**src/dsw_pkg.sv**
```systemverilog
// Purpose: constants for the drive status word builder
// Assumes: one 16-bit status word, command word of the same width
// Notes: bit positions of status and command words
package dsw_pkg;
	localparam int WORD_W = 16;
	localparam logic [15:0] STATUS_RESET = 16'h0000;
	// command word bit positions
	localparam int CMD_ON1 = 0;
	localparam int CMD_ON2 = 1;
	localparam int CMD_ON3 = 2;
	localparam int CMD_RESET = 7;
	localparam int CMD_VALID = 10;
	// status word bit positions
	localparam int ST_CTRL_RDY = 0;
	localparam int ST_DRV_RDY = 1;
	localparam int ST_ENABLE = 2;
	localparam int ST_TRIP = 3;
	localparam int ST_ON2 = 4;
	localparam int ST_ON3 = 5;
	localparam int ST_NO_START = 6;
	localparam int ST_WARN = 7;
	localparam int ST_AT_REF = 8;
	localparam int ST_BUS_CTRL = 9;
	localparam int ST_FREQ_OK = 10;
	localparam int ST_RUNNING = 11;
	localparam int ST_OVL_STOP = 12;
	localparam int ST_VOLT_EXC = 13;
	localparam int ST_TORQ_EXC = 14;
	localparam int ST_TIMER_EXC = 15;
	// thermal timer full scale, 100 percent
	localparam logic [7:0] TIMER_FULL = 8'h64;
	// reference site codes
	localparam logic [1:0] SITE_LOCAL = 2'h0;
	localparam logic [1:0] SITE_LINKED = 2'h2;
	// start inhibit states
	typedef enum logic [0:0] {
		INH_FREE = 1'b0,
		INH_SET = 1'b1
	} dsw_inh_t;
endpackage

```
**src/dsw_cmp_if.sv**
```systemverilog
// Purpose: carries monitor measurements to the comparator module
// Assumes: unsigned magnitudes of width MW, thermal timers 8 bits
// Notes: compare results return on the same interface
`timescale 1ns/1ps
interface dsw_cmp_if #(parameter int MW = 16);
	logic [MW-1:0] speed_act;
	logic [MW-1:0] speed_ref;
	logic [MW-1:0] out_freq;
	logic [MW-1:0] freq_lo;
	logic [MW-1:0] freq_hi;
	logic [MW-1:0] torque;
	logic [MW-1:0] torq_lim_mot;
	logic [MW-1:0] torq_lim_gen;
	logic [7:0] motor_timer;
	logic [7:0] drive_timer;
	logic at_ref;
	logic freq_ok;
	logic freq_nz;
	logic torq_exc;
	logic timer_exc;
	modport top (output speed_act, speed_ref, out_freq, freq_lo, freq_hi, torque,
		torq_lim_mot, torq_lim_gen, motor_timer, drive_timer,
		input at_ref, freq_ok, freq_nz, torq_exc, timer_exc);
	modport cmp (input speed_act, speed_ref, out_freq, freq_lo, freq_hi, torque,
		torq_lim_mot, torq_lim_gen, motor_timer, drive_timer,
		output at_ref, freq_ok, freq_nz, torq_exc, timer_exc);
endinterface // dsw_cmp_if

```
**src/dsw_compare.sv**
```systemverilog
// Purpose: magnitude comparisons feeding the status word
// Assumes: all quantities unsigned
// Notes: purely combinational
`timescale 1ns/1ps
module dsw_compare
	import dsw_pkg::*;
(
	dsw_cmp_if.cmp c // measurements in, results out
);
	// over-limit test, shared by torque and timers
	function automatic logic over(input logic [31:0] v, input logic [31:0] lim);
		return v > lim;
	endfunction

	// speed match, frequency window, motion
	assign c.at_ref = (c.speed_act == c.speed_ref);
	assign c.freq_ok = (c.out_freq >= c.freq_lo) && (c.out_freq <= c.freq_hi);
	assign c.freq_nz = |c.out_freq;
	// either torque limit exceeded
	assign c.torq_exc = over(32'(c.torque), 32'(c.torq_lim_mot))
		|| over(32'(c.torque), 32'(c.torq_lim_gen));
	// either thermal timer above full scale
	assign c.timer_exc = over(32'(c.motor_timer), 32'(TIMER_FULL))
		|| over(32'(c.drive_timer), 32'(TIMER_FULL));
endmodule // dsw_compare

```
**src/dsw_status_builder.sv**
```systemverilog
// Purpose: assembles the drive status word reported to the fieldbus master
// Assumes: all inputs except the async resetn synchronous to clk, 50 MHz
// Notes: the word is read directly from drive_status_word
// How it works
// - bit 2 enable: stops all released, no trip
// - bit 3 trip, hold start until reset
// - bit 4 copies coast-stop command bit
// - bit 5 copies quick-stop command bit
// - bit 6 set after stop, ack, power-up
// - bit 6 cleared by off1, on2, on3, valid
// - bit 7 follows any active warning
// - bit 8 set when speed equals reference
// - bit 9 clear for local stop or site
// - bit 10 frequency within warning limits
// - bit 11 start signal or nonzero frequency
// - bit 12 overload halt without trip
// - bit 13 dc voltage out of limits
// - bit 14 either torque limit exceeded
// - bit 15 either thermal timer over full
// - bit 0 control ready: stops released, no trip
// - bit 1 as bit 0 plus power supplied
`timescale 1ns/1ps
module dsw_status_builder
	import dsw_pkg::*;
#(
	parameter int MW = 16 // measurement width
) (
	input wire logic clk, // controller clock
	input wire logic resetn, // async reset, active low
	input wire logic [15:0] drive_command_word, // command word from master
	input wire logic profile_sel, // standard drive profile selected
	input wire logic fault_event, // drive fault occurred
	input wire logic switch_off_ack, // switch-off acknowledge pulse
	input wire logic warning_any, // any warning active
	input wire logic panel_stop, // stopped by local_operator_panel key
	input wire logic [1:0] ref_site, // reference site setting
	input wire logic start_signal, // start command present
	input wire logic overload_halt, // temporary overload halt
	input wire logic power_ok, // power unit supplied
	input wire logic dc_low, // dc link under voltage
	input wire logic dc_high, // dc link over voltage
	input wire logic [MW-1:0] speed_act, // actual speed
	input wire logic [MW-1:0] speed_ref, // speed reference
	input wire logic [MW-1:0] out_freq, // output frequency
	input wire logic [MW-1:0] freq_lo, // low warning limit
	input wire logic [MW-1:0] freq_hi, // high warning limit
	input wire logic [MW-1:0] torque, // motor torque magnitude
	input wire logic [MW-1:0] torq_lim_mot, // motoring torque limit
	input wire logic [MW-1:0] torq_lim_gen, // generating torque limit
	input wire logic [7:0] motor_timer, // motor thermal timer, percent
	input wire logic [7:0] drive_timer, // drive thermal timer, percent
	output logic [15:0] drive_status_word, // registered status word
	output logic start_blocked // trip holds start off
);
	// comparator works on 32-bit operands, so wider measurements are refused
	if (MW < 1 || MW > 32) begin : g_bad_mw
		$error("dsw_status_builder: MW must be 1..32");
	end

	dsw_cmp_if #(.MW(MW)) cmp_bus ();

	logic trip_q, trip_d;
	logic rst_cmd_q, rst_cmd_d;
	logic off_prev_q, off_prev_d;
	dsw_inh_t inh_q, inh_d;
	logic [15:0] word_q, word_d;
	logic stops_ok, cmd_on2, cmd_on3;
	logic rst_rise, off_event, inh_release;

	// measurements to comparator
	assign cmp_bus.speed_act = speed_act;
	assign cmp_bus.speed_ref = speed_ref;
	assign cmp_bus.out_freq = out_freq;
	assign cmp_bus.freq_lo = freq_lo;
	assign cmp_bus.freq_hi = freq_hi;
	assign cmp_bus.torque = torque;
	assign cmp_bus.torq_lim_mot = torq_lim_mot;
	assign cmp_bus.torq_lim_gen = torq_lim_gen;
	assign cmp_bus.motor_timer = motor_timer;
	assign cmp_bus.drive_timer = drive_timer;

	dsw_compare u_cmp (
		.c(cmp_bus)
	);

	// command decode
	assign cmd_on2 = drive_command_word[CMD_ON2];
	assign cmd_on3 = drive_command_word[CMD_ON3];
	assign stops_ok = drive_command_word[CMD_ON1] & cmd_on2 & cmd_on3;
	assign rst_rise = drive_command_word[CMD_RESET] & ~rst_cmd_q;
	// coast_stop_activation/quick_stop_activation activation: a falling stop bit, edge-detected against the previous cycle
	assign off_event = off_prev_q & ~(cmd_on2 & cmd_on3);
	assign inh_release = ~drive_command_word[CMD_ON1] & cmd_on2 & cmd_on3
		& drive_command_word[CMD_VALID];

	// trip latch and start inhibit next state
	always_comb begin
		trip_d = trip_q;
		rst_cmd_d = drive_command_word[CMD_RESET];
		off_prev_d = cmd_on2 & cmd_on3;
		inh_d = inh_q;
		// trip held until reset; new fault wins over reset
		if (fault_event)
			trip_d = 1'b1;
		else if (rst_rise)
			trip_d = 1'b0;
		if (profile_sel && (switch_off_ack || off_event))
			inh_d = INH_SET;
		else if (inh_release)
			inh_d = INH_FREE;
	end

	// status word assembly
	always_comb begin
		word_d = STATUS_RESET;
		word_d[ST_CTRL_RDY] = stops_ok & ~trip_q;
		word_d[ST_DRV_RDY] = stops_ok & ~trip_q & power_ok;
		word_d[ST_ENABLE] = stops_ok & ~trip_q;
		word_d[ST_TRIP] = trip_q;
		word_d[ST_ON2] = cmd_on2;
		word_d[ST_ON3] = cmd_on3;
		word_d[ST_NO_START] = profile_sel & (inh_q == INH_SET);
		word_d[ST_WARN] = warning_any;
		word_d[ST_AT_REF] = cmp_bus.at_ref;
		word_d[ST_BUS_CTRL] = ~panel_stop & (ref_site != SITE_LOCAL)
			& (ref_site != SITE_LINKED);
		word_d[ST_FREQ_OK] = cmp_bus.freq_ok;
		word_d[ST_RUNNING] = start_signal | cmp_bus.freq_nz;
		word_d[ST_OVL_STOP] = overload_halt & ~trip_q;
		word_d[ST_VOLT_EXC] = dc_low | dc_high;
		word_d[ST_TORQ_EXC] = cmp_bus.torq_exc;
		word_d[ST_TIMER_EXC] = cmp_bus.timer_exc;
	end

	// one register for whole word
	// inhibit powers up set: mains switch-on blocks start
	always_ff @(posedge clk or negedge resetn) begin
		if (!resetn) begin
			word_q <= STATUS_RESET;
			trip_q <= 1'b0;
			rst_cmd_q <= 1'b0;
			off_prev_q <= 1'b0;
			inh_q <= INH_SET;
		end else begin
			word_q <= word_d;
			trip_q <= trip_d;
			rst_cmd_q <= rst_cmd_d;
			off_prev_q <= off_prev_d;
			inh_q <= inh_d;
		end
	end

	assign drive_status_word = word_q;
	assign start_blocked = trip_q;
endmodule // dsw_status_builder

```
**config.mk**
```make
export PLATFORM = sky130hd
export DESIGN_NAME = dsw_status_builder
export DESIGN_NICKNAME = d
export VERILOG_FILES = /design/src/dsw_pkg.sv /design/src/dsw_cmp_if.sv /design/src/dsw_compare.sv /design/src/dsw_status_builder.sv
export SDC_FILE = /design/constraint.sdc
export NUM_CORES = 1
export LEC_CHECK = 0
export BUFFER_PORTS_ARGS = -buffer_cell sky130_fd_sc_hd__buf_2
export CAP_MARGIN = 20
export CORE_AREA = 2 2 71 90
export DETAILED_ROUTE_END_ITERATION = 6
export DIE_AREA = 0 0 73 92
export PLACE_DENSITY_LB_ADDON = 0.25
export SETUP_SLACK_MARGIN = 0.05
export SLEW_MARGIN = 20
export SYNTH_ARGS = -nofsm -noshare
export SYNTH_HDL_FRONTEND = slang
export SYNTH_SLANG_ARGS = --single-unit
```
**constraint.sdc**
```tcl
create_clock -name clk -period 1.5 [get_ports clk]
set_clock_uncertainty 0.2 [all_clocks]
set_input_delay 0.075 -clock clk [delete_from_list [all_inputs] [get_ports clk]]
set_output_delay 0.075 -clock clk [all_outputs]
set_load 0.01 [all_outputs]
```
---- Word-level counts from Yosys, hierarchy flattened ----
Cells that the tools add are included.
storage, ports and cells
  ROM bits ................................ 0
  input port bits ......................... 174
  RAM bits ................................ 0
  output and inout port bits .............. 17
  bits in latches ......................... 0
  word-level logic and storage cells ...... 47
  memories ................................ 0
  register bits ........................... 20
cells by class
  shift-type cells ........................ 0
  divide/modulo/power cells ............... 0
  equality and inequality tests ........... 2
  reduce and logical (&&, ||, !) cells .... 9
  $lt $le $gt $ge ......................... 6
  $mul .................................... 0
  $add $sub $neg .......................... 0
  muxes and demuxes ....................... 4
  bitwise logic cells ..................... 21
operator list
  kind                                                            number
  greater-than comparator 16 bit                                  2
  == test 16 bit                                                  1
  greater-or-equal comparator 16 bit                              1
  greater-than comparator 8 x 7 -> 1 bit (second input constant)  2
  <= comparator 16 bit                                            1
  OR reduction 16 bit                                             1
  AND 1 bit                                                       14
  nonzero test 2 bit                                              3
  NOT 1 bit                                                       5
  two-way mux 1 bit                                               4
  logical OR 1 bit                                                3
  logical AND 1 bit                                               2
  inequality test 2 bit (second input constant)                   1
  OR 1 bit                                                        2

---- Depth between registers and ports, before layout ----
  word-level depth ........................ 6
  depth in mapped cells ................... 7
  depth with buffers taken out ............ 7

---- Cells and area by module ----
Synthesis repeated with hierarchy kept, for this count alone.
unflattened totals
  cells, all modules ...................... 291
  area total of the unflattened synthesis .. 2407.3 um2
modules (own cells, without submodules)
  module              sequential area each (um2)  area an instance (um2)  times used  cells each
  dsw_compare         0.0                         1825.5                  1           257
  dsw_status_builder  476.7                       581.8                   1           34

---- Worst setup path after synthesis ----
OpenSTA, ideal clock, no wires.
  path type ............................... input-to-reg
  from .................................... input port torq_lim_gen[10]
  to ...................................... register word_q[14], in the netlist drive_status_word[14]
  cell stages on the path ................. 6
  arrival ................................. 1.515 ns
  data required time ...................... 1.179 ns
  path slack .............................. -0.336 ns
  library setup time ...................... 0.121 ns
  path buffers ............................ 0
  cell sequence ........................... inv_1 -> ha_1 -> nand4_1 -> or4_1 -> or3_1 -> a22o_1
between the ends
  cells in the longest elaborated chain, start to end .. 2
RTL lines
  item                            RTL line                   RTL
  start, declared                 dsw_status_builder.sv:49   input wire logic [MW-1:0] torq_lim_gen,
  greater-than comparator 16 bit  dsw_compare.sv:12          return v > lim;
  logical OR 1 bit                dsw_compare.sv:21          || over(32'(c.torque), 32'(c.torq_lim_gen));
  via cmp_bus.torq_exc            dsw_cmp_if.sv:19           logic torq_exc;
  end signal, assigned            dsw_status_builder.sv:145  word_q <= word_d;
  end, declared                   dsw_status_builder.sv:66   logic [15:0] word_q, word_d;
The timed path passes the listed nets, and every way through them passes these cells.
A chain may end at the register's enable or synchronous reset.

---- Worst setup path after layout ----
  from .................................... input port torque[14]
  to ...................................... register word_q[14], in the netlist drive_status_word[14]
between the ends
  cells in the longest elaborated chain, start to end .. 2
  elaborated cells between the ends (all ways) .. 3
  classes of those cells .................. 2 x order compare; 1 x reduce/logical
RTL lines
  item                            RTL line                  RTL
  start, declared                 dsw_status_builder.sv:47  input wire logic [MW-1:0] torque,
  greater-than comparator 16 bit  dsw_compare.sv:12
  logical OR 1 bit (*)            dsw_compare.sv:21
  via cmp_bus.torq_exc            dsw_cmp_if.sv:19
The timed path passes the listed nets; every way through them passes the cells marked *.

==> flow_metrics.tcl <==
set metrics [dict create \
    die_x_um 73 \
    rsz0062_at_grt "yes" \
    postLayoutCoreUtil_pct 79.6 \
    final_max_slew_viol_count 0 \
    cts_tree "built" \
    routed-wl-met2_um 5360 \
    total_power_w 0.00204 \
    clock_path_buffers 2 \
    vdd_drop_max_uv 301 \
    seq_area_frac_synth_pct 19.9 \
    finalWirelength_um 9900 \
    synth_area_leaders "ha_1, dfrtp_1, inv_1" \
    drtAntennaViolNets 0 \
    violations "hold timing, setup timing" \
    clock-root-buffer "clkbuf_8" \
    cts.sink_count 19 \
    cts_buffers 3 \
    clk_latency_ps 250 \
    drc 0 \
    outcome "finished with violations" \
    worstPathRequired_ps 1440 \
    placed_area_um2 3730 \
    slowest_stage "or4_4" \
    multi_input_area_um2 2110 \
    drt_iter0_drc 69 \
    cp-start-kind "input port" \
    min_period_over_period_pct 109 \
    initial_core_util_pct 40.1 \
    synthCells 289 \
    htreeDepth 1 \
    synth-edff-count 0 \
    cpPeakStageDelay_ps 440 \
    dr.max_layer_used "met4" \
    clk_pin_slew_ps 70 \
    grt_max_degree 20 \
    syn_area_um2 2390 \
    crit_path_end_kind "flip-flop" \
    hold_ws_ps -6.23 \
    n_antenna_cell 0 \
    p_leak_nw 2.46 \
    ys_seq_elements 19 \
    synth_top_flop_cell "dfrtp_1" \
    vias 3158 \
    die_height_um 92 \
    firstDrtPassIters 5 \
    maxCapViolations 0 \
    min_period_ps 1640 \
    antenna_found_initial 0 \
    cp.arrival_ps 1580 \
    crit_type "in2reg" \
    vias_per_cell 5.08 \
    p_per_area_nw_per_um2 430 \
    grt_use_total_pct 26.7 \
    netlist-cell-type-count 37 \
    port-buffer-count 178 \
    wl_met1_um 3470 \
    num_rows 32 \
    gp_congestion 0.913 \
    syn_to_final_growth_pct 98.5 \
    io_pins 191 \
    grt_pass1_vias 3213 \
    grt_pass1_wl_um 14200 \
    tightest_slew_ps 419 \
    drive_above_1_share_pct 49.5 \
    setup_viol 2 \
    fillers 384 \
    seq_area_um2 477 \
    fin_area_um2 4750 \
    path_cells "buf_2, ha_4, nand4_1, or4_4, or3_1, a22o_1" \
    fp.dieArea_um2 6720 \
    crit_fanout 3 \
    hold_path.class "in2reg" \
    syn_nets 527 \
    wl_met3_um 762 \
    async_flop_share_pct 100 \
    nets 793 \
    hpwl_um 6170 \
    postSynthAreaPerCell_um2 8.28 \
    slew_headroom_pct 72.0 \
    fin_ws_ps -139 \
    core_um2 5970 \
    routedWlPerCell_um 15.9 \
    yosysWarnings 0 \
    final-hold-violation-count 1 \
    fmax_mhz 610 \
    synth_top_cell_by_area "ha_1" \
    netlist.area_leader.share_pct 33.5 \
    grt-ovfl-total 0 \
]
## cell usage in the layout, fill, tap and decap left out, drive strengths merged, types with 2 or more instances in the layout
cell / instances
buf: 200
inv: 67
ha: 64
dlygate4sd3: 62
a21oi: 22
nand2: 19
dfrtp: 18
nand4: 16
xnor2: 16
o21ai: 7
nand3: 6
nor2: 6
nor2b: 5
nor4: 5
o211ai: 3
a21o: 3
clkbuf: 3
or4: 3
a211oi: 3
and2: 2
o21a: 2
a2111oi: 2
a221oi: 2
a22o: 2
## stage by stage
step,setup TNS (ps),worst slack [ps],hold WS [ps],cells
floorplan,-207,-207,-421,289
global placement,-698,-426,-174,555
detailed placement,-741,-466,-178,555
CTS,-155,-155,-24.6,620
global route,-260,-194,-5.22,622
finish,-141,-139,-6.23,622
## state kept, by name (all words and copies together) (netlist names)
signal             count
drive_status_word     15
inh_q                  1
off_prev_q             1
rst_cmd_q              1
start_blocked          1
## logic make-up (layout without fill, tap and decap cells)
group / count (synthesis) / in the layout / synth area share (%)
flip-flops: 19 / 19 / 19.9
AND/OR/NAND/NOR: 69 / 69 / 15.5
AO/OA/AOI/OAI: 53 / 53 / 14.4
buffers and inverters: 68 / 333 / 10.8
XOR/XNOR: 16 / 16 / 5.86
adder cells (fa/ha/maj): 64 / 64 / 33.5
## layout make-up
class                           instances  area share, %
Inverter                               67           6.14
Tap cell                               68           1.79
Clock buffer                            3          0.869
Sequential cell                        19           10.0
Clock inverter                          1          0.105
Timing Repair Buffer                  262           36.6
Multi-Input combinational cell        202           44.4
## metal layers
metal  track usage (%)  up-vias
met3              6.37       28
met5                 0        -
met2              49.8      153
li1                  -     1545
met4              9.72        0
met1              27.9     1432
## cells in the mapped netlist (2+ instances only)
cell / n
a2111oi_0: 2
a211oi_1: 3
a21o_1: 3
a21oi_1: 22
a221oi_1: 2
a22o_1: 2
and2_1: 2
dfrtp_1: 18
ha_1: 64
inv_1: 67
nand2_1: 19
nand3_1: 6
nand4_1: 16
nor2_1: 6
nor2b_1: 5
nor4_1: 5
o211ai_1: 3
o21a_1: 2
o21ai_0: 7
or4_1: 3
xnor2_1: 16
## path summary, 6_finish.rpt
check                                         to  cells past startpoint           from  slack (ps)
min                        drive_status_word[11]                      4   start_signal          -6
min in group asynchronous   drive_status_word[4]                      2         resetn         100
min reg2reg                 drive_status_word[3]                      0  start_blocked         280
max                        drive_status_word[14]                      6     torque[14]        -140
max in group asynchronous                  inh_q                      2         resetn         670
max reg2reg                 drive_status_word[1]                      2  start_blocked         380
## timing repair
item,in CTS,in global routing
hold buffers,61,2
endpoints found under the setup margin,2,4
gates resized for setup,10,62
buffers inserted,0,1
hold endpoints to repair,35,2
pin swaps,5,30
## power by group
part	switching (W)	total, W	leakage (nW)	internal [W]
Clock	0.000160	0.000344	0.0255	0.000184
Sequential	0.0000102	0.000552	0.223	0.000542
Combinational	0.000512	0.00115	2.21	0.000634
## critical path: cells and delay by family
family          cells  cell delay [ps]
fa+ha+maj           1              270
compound gates      1              210
simple gates        3              900
buf+inv             1              120
Note: power is estimated with default switching activity, not from simulation.
